## src/design/param_channel_pkg.sv

```systemverilog
// Notes on behaviour
// unknown number 00, fixed value 01, limits 02
// missing subindex 03, subindex on scalar 04
// wrong data type 05, reset only 06
// change of descriptive element gives 07
// change without master control gives 0B
// keyword missing 0C, busy operating state 11
// value not among permitted values gives 14
// number deactivated in present mode gives 65
// response too wide for channel gives 66
// value parameter cannot take gives 68
// unsupported task identifier gives 6A
// change while drive enabled gives 6B
// commissioning write outside state 15 gives 86
// know-how protection locks access, gives 87
// inside absolute, outside current limits: C8/C9
// change without access code gives CC
// page index in index word bits 7..0
// full number is page base plus 0..1999
// element index in index word bits 15..8
// 8, 16 or 32 bit value word layout
// connector: number, 3F tag, index bits
// failure answers identifier 7, code in high word
// task identifier in header bits 15..12
// one response per request, fixed error priority
package param_channel_pkg;
	localparam logic [3:0] TASK_NONE = 4'h0;
	localparam logic [3:0] TASK_READ = 4'h1;
	localparam logic [3:0] TASK_WR_WORD = 4'h2;
	localparam logic [3:0] TASK_WR_DWORD = 4'h3;
	localparam logic [3:0] TASK_READ_DESC = 4'h4;
	localparam logic [3:0] TASK_WR_DESC = 4'h5;
	localparam logic [3:0] TASK_READ_FIELD = 4'h6;
	localparam logic [3:0] TASK_WR_FIELD_WORD = 4'h7;
	localparam logic [3:0] TASK_WR_FIELD_DWORD = 4'h8;
	localparam logic [3:0] TASK_READ_COUNT = 4'h9;
	localparam logic [3:0] RSP_NONE = 4'h0;
	localparam logic [3:0] RSP_WORD = 4'h1;
	localparam logic [3:0] RSP_DWORD = 4'h2;
	localparam logic [3:0] RSP_DESC = 4'h3;
	localparam logic [3:0] RSP_FIELD_WORD = 4'h4;
	localparam logic [3:0] RSP_FIELD_DWORD = 4'h5;
	localparam logic [3:0] RSP_COUNT = 4'h6;
	localparam logic [3:0] RSP_ERROR = 4'h7;
	localparam logic [7:0] ERR_NO_PARAM = 8'h00;
	localparam logic [7:0] ERR_READ_ONLY = 8'h01;
	localparam logic [7:0] ERR_LIMIT = 8'h02;
	localparam logic [7:0] ERR_SUBINDEX = 8'h03;
	localparam logic [7:0] ERR_NO_ARRAY = 8'h04;
	localparam logic [7:0] ERR_TYPE = 8'h05;
	localparam logic [7:0] ERR_RESET_ONLY = 8'h06;
	localparam logic [7:0] ERR_DESC_RO = 8'h07;
	localparam logic [7:0] ERR_NO_MASTER = 8'h0b;
	localparam logic [7:0] ERR_NO_KEYWORD = 8'h0c;
	localparam logic [7:0] ERR_OP_STATE = 8'h11;
	localparam logic [7:0] ERR_BAD_VALUE = 8'h14;
	localparam logic [7:0] ERR_DEACTIVATED = 8'h65;
	localparam logic [7:0] ERR_WIDTH = 8'h66;
	localparam logic [7:0] ERR_ILLEGAL = 8'h68;
	localparam logic [7:0] ERR_TASK = 8'h6a;
	localparam logic [7:0] ERR_ENABLED = 8'h6b;
	localparam logic [7:0] ERR_COMMISSION = 8'h86;
	localparam logic [7:0] ERR_KNOW_HOW = 8'h87;
	localparam logic [7:0] ERR_BELOW = 8'hc8;
	localparam logic [7:0] ERR_ABOVE = 8'hc9;
	localparam logic [7:0] ERR_ACCESS = 8'hcc;
	localparam int TASK_MSB = 15;
	localparam int TASK_LSB = 12;
	localparam int PNU_MSB = 10;
	localparam int SUB_MSB = 15;
	localparam int SUB_LSB = 8;
	localparam int PAGE_MSB = 7;
	localparam int CONN_TAG_LSB = 10;
	localparam logic [5:0] CONN_TAG = 6'h3f;
	localparam logic [10:0] PNU_MAX = 11'h7cf;
	localparam logic [7:0] COMM_STATE_OK = 8'h0f;
	localparam logic [7:0] DESC_ELEMS = 8'h02;
	localparam int PAGE_COUNT = 8;
	localparam logic [7:0] PAGE_CODE [PAGE_COUNT] = '{8'h00, 8'h80, 8'h90, 8'h20, 8'ha0, 8'h50, 8'hf0, 8'h74};
	localparam logic [15:0] PAGE_BASE [PAGE_COUNT] = '{16'h0000, 16'h07d0, 16'h1770, 16'h1f40, 16'h2710,
		16'h4e20, 16'h7530, 16'hea60};
	typedef enum logic [1:0] {DT_BYTE = 2'b00, DT_WORD = 2'b01, DT_DWORD = 2'b10, DT_CONN = 2'b11} dtype_t;
	typedef struct packed {
		logic [15:0] num;
		logic [2:0] elems;
		dtype_t dtype;
		logic wr;
		logic rst_only;
		logic comm_only;
		logic stop_only;
		logic code_req;
		logic deact;
		logic even;
		logic [31:0] abs_lo;
		logic [31:0] abs_hi;
		logic [31:0] cur_lo;
		logic [31:0] cur_hi;
	} attr_t;
	localparam int N_PARAMS = 6;
	localparam int MAX_ELEMS = 4;
	localparam attr_t PARAMS [N_PARAMS] = '{
		{16'h04ba, 3'h0, DT_WORD, 7'h40, 32'h0, 32'h3f, 32'h0, 32'h3f},
		{16'h0348, 3'h3, DT_CONN, 7'h48, 32'h0, 32'hffffffff, 32'h0, 32'hffffffff},
		{16'h1ea1, 3'h3, DT_DWORD, 7'h00, 32'h0, 32'hffffffff, 32'h0, 32'hffffffff},
		{16'h07d1, 3'h0, DT_BYTE, 7'h45, 32'h0, 32'hff, 32'h0a, 32'hc8},
		{16'h1f41, 3'h0, DT_DWORD, 7'h52, 32'h0, 32'h186a0, 32'h0, 32'hc350},
		{16'h03ca, 3'h0, DT_WORD, 7'h60, 32'h0, 32'h1, 32'h0, 32'h1}};
	typedef enum logic [1:0] {DEV_IDLE = 2'b00, DEV_CHECK = 2'b01, DEV_RESP = 2'b10} dev_state_t;
	typedef enum logic [1:0] {HOST_IDLE = 2'b00, HOST_SEND = 2'b01, HOST_WAIT = 2'b10} host_state_t;
endpackage : param_channel_pkg

```

## src/design/param_channel_if.sv

```systemverilog
`timescale 1ns/1ps
interface param_channel_if;
	logic req_valid;
	logic req_ready;
	logic [15:0] req_header;
	logic [15:0] req_index;
	logic [15:0] req_value_high;
	logic [15:0] req_value_low;
	logic rsp_valid;
	logic rsp_ready;
	logic [15:0] rsp_header;
	logic [15:0] rsp_index;
	logic [15:0] rsp_value_high;
	logic [15:0] rsp_value_low;
	modport device(input req_valid, req_header, req_index, req_value_high, req_value_low, rsp_ready,
		output req_ready, rsp_valid, rsp_header, rsp_index, rsp_value_high, rsp_value_low);
	modport host(output req_valid, req_header, req_index, req_value_high, req_value_low, rsp_ready,
		input req_ready, rsp_valid, rsp_header, rsp_index, rsp_value_high, rsp_value_low);
endinterface : param_channel_if

```

## src/design/param_channel_device.sv

```systemverilog
`timescale 1ns/1ps
module param_channel_device import param_channel_pkg::*; (
	input wire logic clk_i,
	input wire logic rst_i,
	param_channel_if.device ch,
	input wire logic know_how_lock_i,
	input wire logic master_control_setting_i,
	input wire logic [7:0] commissioning_state_setting_i,
	input wire logic drive_enabled_i,
	input wire logic op_state_busy_i,
	input wire logic keyword_present_i,
	input wire logic access_code_ok_i,
	input wire logic alt_mode_i,
	output logic [7:0] last_error_o,
	output logic write_pulse_o
);
	dev_state_t state_reg, state_next;
	logic req_ready_reg;
	logic [15:0] hdr_reg, idx_reg, vh_reg, vl_reg;
	logic rsp_valid_reg;
	logic [15:0] rsp_hdr_reg, rsp_idx_reg, rsp_hi_reg, rsp_lo_reg;
	logic [7:0] last_error_reg;
	logic write_pulse_reg;
	logic [31:0] store_reg [N_PARAMS][MAX_ELEMS];
	////////////////////////////////////////////////////////////////
	// request field decode
	logic [3:0] task_id;
	logic [10:0] param_number_field;
	logic [7:0] sub, page;
	logic [31:0] val;
	logic [15:0] num;
	logic num_ok;
	assign task_id = hdr_reg[TASK_MSB:TASK_LSB];
	assign param_number_field = hdr_reg[PNU_MSB:0];
	assign sub = idx_reg[SUB_MSB:SUB_LSB];
	assign page = idx_reg[PAGE_MSB:0];
	assign val = {vh_reg, vl_reg};
	param_number_codec u_codec (
		.pnu_i(param_number_field),
		.page_i(page),
		.num_i(16'h0000),
		.num_o(num),
		.num_ok_o(num_ok),
		.pnu_o(),
		.page_o(),
		.pnu_ok_o()
	);
	logic [N_PARAMS-1:0] hit;
	genvar g;
	generate
		for (g = 0; g < N_PARAMS; g++) begin : g_lookup
			assign hit[g] = num_ok && (num == PARAMS[g].num);
		end
	endgenerate
	logic [2:0] sel;
	always_comb begin
		sel = 3'h0;
		for (int i = N_PARAMS - 1; i >= 0; i--) begin
			if (hit[i]) begin
				sel = 3'(i);
			end
		end
	end
	attr_t attr;
	logic found, is_change, any_change, wr_dword, task_ok, indexed;
	logic [1:0] elem;
	assign attr = PARAMS[sel];
	assign found = |hit;
	assign indexed = attr.elems != 3'h0;
	assign elem = indexed ? sub[1:0] : 2'h0;
	assign wr_dword = (task_id == TASK_WR_DWORD) || (task_id == TASK_WR_FIELD_DWORD);
	assign is_change = wr_dword || (task_id == TASK_WR_WORD) || (task_id == TASK_WR_FIELD_WORD);
	assign any_change = is_change || (task_id == TASK_WR_DESC);
	assign task_ok = (task_id <= TASK_READ_COUNT);
	////////////////////////////////////////////////////////////////
	// individual checks
	logic sub_scalar_bad, sub_range_bad, desc_wide, type_bad, conn_bad, abs_bad;
	logic uses_sub;
	assign uses_sub = (task_id != TASK_READ_DESC) && (task_id != TASK_READ_COUNT) && (task_id != TASK_WR_DESC);
	assign sub_scalar_bad = uses_sub && !indexed && (sub != 8'h00);
	assign sub_range_bad = uses_sub && indexed && (sub >= {5'h00, attr.elems});
	assign desc_wide = (task_id == TASK_READ_DESC) && (sub >= DESC_ELEMS);
	assign type_bad = (attr.dtype == DT_DWORD && !wr_dword) || (attr.dtype != DT_DWORD && attr.dtype != DT_CONN
		&& wr_dword) || (attr.dtype == DT_BYTE && val[31:8] != 24'h000000) || (attr.dtype == DT_WORD
		&& vh_reg != 16'h0000);
	assign conn_bad = (attr.dtype == DT_CONN) && (vl_reg[15:CONN_TAG_LSB] != CONN_TAG);
	assign abs_bad = (attr.dtype != DT_CONN) && (val < attr.abs_lo || val > attr.abs_hi);
	////////////////////////////////////////////////////////////////
	// error priority
	logic err_hit;
	logic [7:0] err_code;
	always_comb begin
		err_hit = 1'b1;
		err_code = ERR_NO_PARAM;
		if (task_id == TASK_NONE) begin
			err_hit = 1'b0;
		end else if (!task_ok) begin
			err_code = ERR_TASK;
		end else if (know_how_lock_i) begin
			err_code = ERR_KNOW_HOW;
		end else if (!found) begin
			err_code = ERR_NO_PARAM;
		end else if (attr.deact && alt_mode_i) begin
			err_code = ERR_DEACTIVATED;
		end else if (op_state_busy_i) begin
			err_code = ERR_OP_STATE;
		end else if (sub_scalar_bad) begin
			err_code = ERR_NO_ARRAY;
		end else if (sub_range_bad) begin
			err_code = ERR_SUBINDEX;
		end else if (desc_wide) begin
			err_code = ERR_WIDTH;
		end else if (!any_change) begin
			err_hit = 1'b0;
		end else if (!master_control_setting_i) begin
			err_code = ERR_NO_MASTER;
		end else if (!keyword_present_i) begin
			err_code = ERR_NO_KEYWORD;
		end else if (task_id == TASK_WR_DESC) begin
			err_code = ERR_DESC_RO;
		end else if (!attr.wr) begin
			err_code = ERR_READ_ONLY;
		end else if (attr.code_req && !access_code_ok_i) begin
			err_code = ERR_ACCESS;
		end else if (attr.comm_only && commissioning_state_setting_i != COMM_STATE_OK) begin
			err_code = ERR_COMMISSION;
		end else if (attr.stop_only && drive_enabled_i) begin
			err_code = ERR_ENABLED;
		end else if (type_bad) begin
			err_code = ERR_TYPE;
		end else if (attr.rst_only && val != 32'h00000000) begin
			err_code = ERR_RESET_ONLY;
		end else if (conn_bad) begin
			err_code = ERR_ILLEGAL;
		end else if (abs_bad) begin
			err_code = ERR_LIMIT;
		end else if (attr.even && val[0]) begin
			err_code = ERR_BAD_VALUE;
		end else if (attr.dtype != DT_CONN && val < attr.cur_lo) begin
			err_code = ERR_BELOW;
		end else if (attr.dtype != DT_CONN && val > attr.cur_hi) begin
			err_code = ERR_ABOVE;
		end else begin
			err_hit = 1'b0;
		end
	end
	////////////////////////////////////////////////////////////////
	// response assembly
	logic [31:0] rd_val;
	logic wide;
	logic [3:0] rsp_task;
	logic [31:0] rsp_val;
	assign rd_val = store_reg[sel][elem];
	assign wide = (attr.dtype == DT_DWORD) || (attr.dtype == DT_CONN);
	always_comb begin
		rsp_task = RSP_NONE;
		rsp_val = 32'h00000000;
		if (err_hit) begin
			rsp_task = RSP_ERROR;
			rsp_val = {8'h00, err_code, 16'h0000};
		end else begin
			unique case (task_id)
				TASK_NONE: rsp_task = RSP_NONE;
				TASK_READ: begin
					rsp_task = wide ? RSP_DWORD : RSP_WORD;
					rsp_val = rd_val;
				end
				TASK_READ_FIELD: begin
					rsp_task = wide ? RSP_FIELD_DWORD : RSP_FIELD_WORD;
					rsp_val = rd_val;
				end
				TASK_READ_DESC: begin
					rsp_task = RSP_DESC;
					rsp_val = sub[0] ? attr.abs_hi : attr.abs_lo;
				end
				TASK_READ_COUNT: begin
					rsp_task = RSP_COUNT;
					rsp_val = {29'h00000000, attr.elems};
				end
				TASK_WR_WORD: begin
					rsp_task = RSP_WORD;
					rsp_val = val;
				end
				TASK_WR_DWORD: begin
					rsp_task = RSP_DWORD;
					rsp_val = val;
				end
				TASK_WR_FIELD_WORD: begin
					rsp_task = RSP_FIELD_WORD;
					rsp_val = val;
				end
				default: begin
					rsp_task = RSP_FIELD_DWORD;
					rsp_val = val;
				end
			endcase
		end
	end
	logic do_write;
	assign do_write = (state_reg == DEV_CHECK) && is_change && !err_hit;
	////////////////////////////////////////////////////////////////
	// sequencing
	logic req_take, rsp_take;
	assign req_take = ch.req_valid && req_ready_reg;
	assign rsp_take = rsp_valid_reg && ch.rsp_ready;
	always_comb begin
		state_next = state_reg;
		unique case (state_reg)
			DEV_IDLE: if (req_take) state_next = DEV_CHECK;
			DEV_CHECK: state_next = DEV_RESP;
			DEV_RESP: if (rsp_take) state_next = DEV_IDLE;
			default: state_next = DEV_IDLE;
		endcase
	end
	always_ff @(posedge clk_i or posedge rst_i) begin
		if (rst_i) begin
			state_reg <= DEV_IDLE;
			req_ready_reg <= 1'b0;
			rsp_valid_reg <= 1'b0;
			{hdr_reg, idx_reg, vh_reg, vl_reg} <= 64'h0;
			{rsp_hdr_reg, rsp_idx_reg, rsp_hi_reg, rsp_lo_reg} <= 64'h0;
			last_error_reg <= 8'h00;
			write_pulse_reg <= 1'b0;
		end else begin
			state_reg <= state_next;
			req_ready_reg <= (state_next == DEV_IDLE);
			rsp_valid_reg <= (state_next == DEV_RESP);
			write_pulse_reg <= do_write;
			if (req_take) begin
				{hdr_reg, idx_reg, vh_reg, vl_reg} <= {ch.req_header, ch.req_index, ch.req_value_high,
					ch.req_value_low};
			end
			if (state_reg == DEV_CHECK) begin
				rsp_hdr_reg <= {rsp_task, 1'b0, param_number_field};
				rsp_idx_reg <= idx_reg;
				{rsp_hi_reg, rsp_lo_reg} <= rsp_val;
				if (err_hit) last_error_reg <= err_code;
			end
		end
	end
	always_ff @(posedge clk_i or posedge rst_i) begin
		if (rst_i) begin
			for (int p = 0; p < N_PARAMS; p++) begin
				for (int e = 0; e < MAX_ELEMS; e++) begin
					store_reg[p][e] <= PARAMS[p].cur_lo;
				end
			end
		end else if (do_write) begin
			store_reg[sel][elem] <= val;
		end
	end
	assign ch.req_ready = req_ready_reg;
	assign ch.rsp_valid = rsp_valid_reg;
	assign ch.rsp_header = rsp_hdr_reg;
	assign ch.rsp_index = rsp_idx_reg;
	assign ch.rsp_value_high = rsp_hi_reg;
	assign ch.rsp_value_low = rsp_lo_reg;
	assign last_error_o = last_error_reg;
	assign write_pulse_o = write_pulse_reg;
endmodule : param_channel_device

```

## src/design/param_number_codec.sv

```systemverilog
`timescale 1ns/1ps
module param_number_codec import param_channel_pkg::*; (
	input wire logic [10:0] pnu_i,
	input wire logic [7:0] page_i,
	input wire logic [15:0] num_i,
	output logic [15:0] num_o,
	output logic num_ok_o,
	output logic [10:0] pnu_o,
	output logic [7:0] page_o,
	output logic pnu_ok_o
);
	logic [PAGE_COUNT-1:0] dec_hit;
	logic [PAGE_COUNT-1:0] enc_hit;
	logic [15:0] dec_term [PAGE_COUNT];
	logic [15:0] enc_term [PAGE_COUNT];
	logic [7:0] page_term [PAGE_COUNT];
	genvar g;
	generate
		for (g = 0; g < PAGE_COUNT; g++) begin : g_page
			logic [15:0] offs;
			assign offs = num_i - PAGE_BASE[g];
			assign dec_hit[g] = (page_i == PAGE_CODE[g]) && (pnu_i <= PNU_MAX);
			assign enc_hit[g] = (num_i >= PAGE_BASE[g]) && (offs <= {5'h00, PNU_MAX});
			assign dec_term[g] = dec_hit[g] ? PAGE_BASE[g] + {5'h00, pnu_i} : 16'h0000;
			assign enc_term[g] = enc_hit[g] ? offs : 16'h0000;
			assign page_term[g] = enc_hit[g] ? PAGE_CODE[g] : 8'h00;
		end
	endgenerate
	always_comb begin
		num_o = 16'h0000;
		pnu_o = 11'h000;
		page_o = 8'h00;
		for (int i = 0; i < PAGE_COUNT; i++) begin
			num_o = num_o | dec_term[i];
			pnu_o = pnu_o | enc_term[i][10:0];
			page_o = page_o | page_term[i];
		end
	end
	assign num_ok_o = |dec_hit;
	assign pnu_ok_o = |enc_hit;
endmodule : param_number_codec

```

## src/flat_wrapper.sv

```systemverilog
// flat-port wrapper written by rule: the top's interface ports become plain ports
module param_channel_device_flat import param_channel_pkg::*;
  (clk_i, rst_i, know_how_lock_i, master_control_setting_i, commissioning_state_setting_i, drive_enabled_i, op_state_busy_i, keyword_present_i, access_code_ok_i, alt_mode_i, last_error_o, write_pulse_o, ch_req_valid, ch_req_header, ch_req_index, ch_req_value_high, ch_req_value_low, ch_rsp_ready, ch_req_ready, ch_rsp_valid, ch_rsp_header, ch_rsp_index, ch_rsp_value_high, ch_rsp_value_low);
  param_channel_if ch_i ();
  input wire logic clk_i;
  input wire logic rst_i;
  input wire logic know_how_lock_i;
  input wire logic master_control_setting_i;
  input wire logic [7:0] commissioning_state_setting_i;
  input wire logic drive_enabled_i;
  input wire logic op_state_busy_i;
  input wire logic keyword_present_i;
  input wire logic access_code_ok_i;
  input wire logic alt_mode_i;
  output logic [7:0] last_error_o;
  output logic write_pulse_o;
  input wire logic [$bits(ch_i.req_valid)-1:0] ch_req_valid;
  input wire logic [$bits(ch_i.req_header)-1:0] ch_req_header;
  input wire logic [$bits(ch_i.req_index)-1:0] ch_req_index;
  input wire logic [$bits(ch_i.req_value_high)-1:0] ch_req_value_high;
  input wire logic [$bits(ch_i.req_value_low)-1:0] ch_req_value_low;
  input wire logic [$bits(ch_i.rsp_ready)-1:0] ch_rsp_ready;
  output wire logic [$bits(ch_i.req_ready)-1:0] ch_req_ready;
  output wire logic [$bits(ch_i.rsp_valid)-1:0] ch_rsp_valid;
  output wire logic [$bits(ch_i.rsp_header)-1:0] ch_rsp_header;
  output wire logic [$bits(ch_i.rsp_index)-1:0] ch_rsp_index;
  output wire logic [$bits(ch_i.rsp_value_high)-1:0] ch_rsp_value_high;
  output wire logic [$bits(ch_i.rsp_value_low)-1:0] ch_rsp_value_low;
  assign ch_i.req_valid = ch_req_valid;
  assign ch_i.req_header = ch_req_header;
  assign ch_i.req_index = ch_req_index;
  assign ch_i.req_value_high = ch_req_value_high;
  assign ch_i.req_value_low = ch_req_value_low;
  assign ch_i.rsp_ready = ch_rsp_ready;
  assign ch_req_ready = ch_i.req_ready;
  assign ch_rsp_valid = ch_i.rsp_valid;
  assign ch_rsp_header = ch_i.rsp_header;
  assign ch_rsp_index = ch_i.rsp_index;
  assign ch_rsp_value_high = ch_i.rsp_value_high;
  assign ch_rsp_value_low = ch_i.rsp_value_low;
  param_channel_device u_core (.clk_i(clk_i), .rst_i(rst_i), .ch(ch_i), .know_how_lock_i(know_how_lock_i), .master_control_setting_i(master_control_setting_i), .commissioning_state_setting_i(commissioning_state_setting_i), .drive_enabled_i(drive_enabled_i), .op_state_busy_i(op_state_busy_i), .keyword_present_i(keyword_present_i), .access_code_ok_i(access_code_ok_i), .alt_mode_i(alt_mode_i), .last_error_o(last_error_o), .write_pulse_o(write_pulse_o));
endmodule
```

## config.mk

```make
export PLATFORM = sky130hd
export DESIGN_NAME = param_channel_device_flat
export DESIGN_NICKNAME = d
export VERILOG_FILES = /design/src/design/param_channel_pkg.sv /design/src/design/param_channel_if.sv /design/src/design/param_channel_device.sv /design/src/design/param_number_codec.sv /design/src/flat_wrapper.sv
export SDC_FILE = /design/constraint.sdc
export NUM_CORES = 2
export LEC_CHECK = 0
export ABC_AREA = 0
export BUFFER_PORTS_ARGS = -buffer_cell sky130_fd_sc_hd__buf_2
export CAP_MARGIN = 30
export CORE_MARGIN = 5
export CORE_UTILIZATION = 55
export CTS_BUF_LIST = sky130_fd_sc_hd__clkbuf_8 sky130_fd_sc_hd__clkbuf_16
export DETAILED_ROUTE_END_ITERATION = 16
export PLACE_DENSITY = 0.8
export SYNTH_ARGS = -nofsm -noshare
export SYNTH_HDL_FRONTEND = slang
export SYNTH_SLANG_ARGS = --single-unit
```

## constraint.sdc

```tcl
create_clock -name clk_i -period 46.5 [get_ports clk_i]
set_input_delay 13.95 -clock clk_i [delete_from_list [all_inputs] [get_ports clk_i]]
set_output_delay 13.95 -clock clk_i [all_outputs]
set_load 0.005 [all_outputs]
```

==> impl_metrics.json <==
{
  "status": "complete, no violations",
  "path_depth": 11,
  "htree_levels": 3,
  "start_kind": "input port",
  "grt_pass1_vias": 33658,
  "seq_area_um2": 22700,
  "grt_overflow": 0,
  "syn_avg_cell_area_um2": 11.8,
  "numClockSinks": 906,
  "period_needed_ns": 17.81,
  "clkLatencyLatePin_ns": 0.68,
  "max-slew-margin-rel": 0.266,
  "cp.buffers_inverters": 3,
  "yosys_warnings": 0,
  "clk_pin_slew_worst_paths_ns": 0.06,
  "r2r_start": "u_core.idx_reg[2]",
  "slew_violations": 0,
  "drt-initial-drc-count": 4074,
  "grt_max_degree": 177,
  "period_share": 0.383,
  "endpoint_kind": "flip-flop",
  "peakVddDrop_v": 0.0000401,
  "start_util": 0.555,
  "wl_um": 141000,
  "yosysMostFrequentCell": "dfrtp_1",
  "grt_usage": 0.323,
  "r2r-end": "u_core.store_reg[486]",
  "async_reset_ff_frac": 1.00,
  "via_count": 33744,
  "top_layer_used": "met4",
  "die_h_um": 293,
  "crit_fanout": 27,
  "ys_types": 94,
  "ant_nets": 0,
  "ys_seq_area_frac": 0.517,
  "max_stage_delay_ns": 0.97,
  "p_per_area_nw_per_um2": 46.8,
  "p_sw_uw": 814,
  "cp.required_ns": 47.04,
  "cts.path.max_buffers": 3,
  "drt-met1-wl_um": 53700,
  "coreArea_um2": 79100,
  "netlist_area_um2": 43900,
  "postPlaceCellArea_um2": 45500,
  "pwr-share-seq": 0.416,
  "fillCellCount": 6064,
  "crit_end": "u_core.store_reg[486]",
  "worstPathArrival_ns": 18.35,
  "cts_resized": 0,
  "swShare": 0.358,
  "p_clk_frac": 0.324,
  "worst_path_max_delay_cell": "nor3_4",
  "dr_wl_met2_um": 62700,
  "cp_top_family": "simple AND/OR/NAND/NOR gates",
  "ys_seq_elements": 906,
  "p_comb_frac": 0.260,
  "hp-start": "u_core.ch.rsp_index[14]",
  "drc": 0,
  "fin_util": 0.614,
  "regToRegSetupSlack_ns": 34.92,
  "hold_buffers": 0,
  "num_io_pins": 158,
  "rsz0062_at_grt": "no",
  "largest_reg_flops": 768,
  "worst_pin_slew_ns": 1.10,
  "hp-class": "flip-flop to flip-flop",
  "rows": 103,
  "worstPathCellList": "buf_2 > nor4_1 > nand2_1 > nand2_1 > nor4b_2 > a31oi_1 > or3_4 > buf_4 > nor3_4 > buf_4 > mux2_2",
  "die_area_um2": 85600,
  "p_leak_nw": 24.0,
  "finalSetupTns_ns": 0,
  "cts_inserted_buffers": 92,
  "grt_pass1_wl_um": 213000,
  "skew_ns": 0.0500,
  "wire_per_inst_um": 29.0,
  "routabilityCongestion": 0.927,
  "synth_edf_count": 0,
  "finalSetupViolCount": 0,
  "area_growth_pct": 10.7,
  "p_int_mw": 1.46,
  "antenna_found_initial": 3,
  "vias_per_cell": 6.91,
  "synth_top_area_frac": 0.512,
  "multi_input_comb_area_um2": 19800,
  "die_w_um": 293,
  "dp_hpwl_um": 82800,
  "drive_above_1_share": 0.186,
  "reg2reg_depth": 28,
  "yosys-top-cells-count": "dfrtp_1 (898), mux2_1 (480), nand2_1 (270)",
  "dr.pass1.iters": 5,
  "ys.flop_type": "dfrtp_1",
  "syn_inst": 3711,
  "cap_viol_max_count": 0,
  "synth_area_leader_cell": "dfrtp_1",
  "fmax_mhz": 56.1,
  "cts-root-buf": "clkbuf_16",
  "cp-startpoint": "commissioning_state_setting_i[5]",
  "netlist_top_cells_area": "dfrtp_1 (51%), mux2_1 (12%), mux2_2 (6.0%), nand2_1 (2.3%), nor2b_1 (2.1%)",
  "nets": 3901,
  "postCtsSetupBuffers": 0,
  "worstSetupPathType": "input port to flip-flop",
  "dr_wl_met3_um": 16300,
  "fin_area_um2": 48600,
  "cts_tree": "done",
  "hold_violations": 0,
  "io_buffers": 154
}
==> per-layer routing <==
layer,track usage,vias up
met5,0,-
li1,-,13868
met3,0.0766,560
met4,0.166,0
met1,0.436,17046
met2,0.491,2270
==> cells by family (layout without fill, tap and decap cells) <==
family,Yosys count,in the layout,synth area share
fa+ha+maj,63,63,0.0180
xor+xnor,11,11,0.00219
flops,906,906,0.517
buf+inv,341,459,0.0373
simple gates,856,856,0.104
mux,785,785,0.199
compound gates,748,748,0.123
other cells,1,5,0.0000854
==> stage by stage <==
stage | setup WS [ns] | hold slack, ns | power (mW) | cells
floorplan | 7.09 | 0.452 | 1.29 | 3712
global placement | 27.27 | 0.455 | 1.52 | 4704
detailed placement | 27.49 | 0.458 | 1.53 | 4708
CTS | 28.16 | 0.474 | 2.26 | 4877
global route | 28.55 | 0.488 | 2.36 | 4881
finish | 28.69 | 0.470 | 2.28 | 4883
==> power by group through the flow <==
stage                     registers (mW)  logic [mW]  clock network [mW]
after global routing               0.954       0.629               0.773
final                              0.947       0.591               0.736
after global placement             0.955       0.562                   0
after CTS                          0.942       0.575               0.740
after floorplan                    0.912       0.382                   0
after detailed placement           0.956       0.572                   0
==> worst min path at each step <==
| stage | depth (start not counted) | end | slack [ns] |
|---|---|---|---|
| 6_report | 2 | u_core.ch.rsp_index[14] | 0.47 |
| 5_1_grt | 1 | u_core.ch.rsp_value_low[13] | 0.49 |
| 4_1_cts | 2 | u_core.ch.rsp_index[14] | 0.47 |
| 3_5_place_dp | 2 | u_core.ch.rsp_index[14] | 0.46 |
| 3_3_place_gp | 1 | u_core.ch.rsp_value_low[13] | 0.46 |
| 2_1_floorplan | 1 | u_core.store_reg[520] | 0.45 |
==> cells in the final DEF, fill, tap and decap left out, types with 31 or more instances in the layout <==
| master | count |
|---|---|
| o221ai_1 | 47 |
| mux2_1 | 480 |
| buf_4 | 98 |
| nand2_1 | 266 |
| o22ai_1 | 98 |
| a221oi_1 | 86 |
| dfrtp_1 | 898 |
| buf_2 | 155 |
| mux2_2 | 235 |
| ha_1 | 63 |
| nor3_1 | 52 |
| clkbuf_16 | 92 |
| nor4_1 | 31 |
| a21oi_1 | 119 |
| nor2_1 | 118 |
| a32oi_1 | 31 |
| mux2i_1 | 70 |
| o21ai_0 | 92 |
| inv_1 | 56 |
| nand3_1 | 54 |
| nor2b_1 | 146 |
==> layout make-up <==
cell class / count / area share
flip-flops and latches: 906 / 0.467
multi-input cells: 2465 / 0.407
clock buffers: 110 / 0.0525
repair buffers: 261 / 0.0349
well taps: 1050 / 0.0270
clock inverters: 59 / 0.00940
inverters: 29 / 0.00239
diodes: 3 / 0.000154
==> worst register-to-register path, delay by kind of cell (launching register included) <==
family | cells | cell delay (ns)
AOI/OAI and AO/OA | 6 | 1.91
and+or+nand+nor | 15 | 6.36
buffers and inverters | 4 | 1.42
muxes | 1 | 0.43
DFF | 1 | 0.57
adders and majority gates | 2 | 0.78
(Power assumes the default switching activity.)
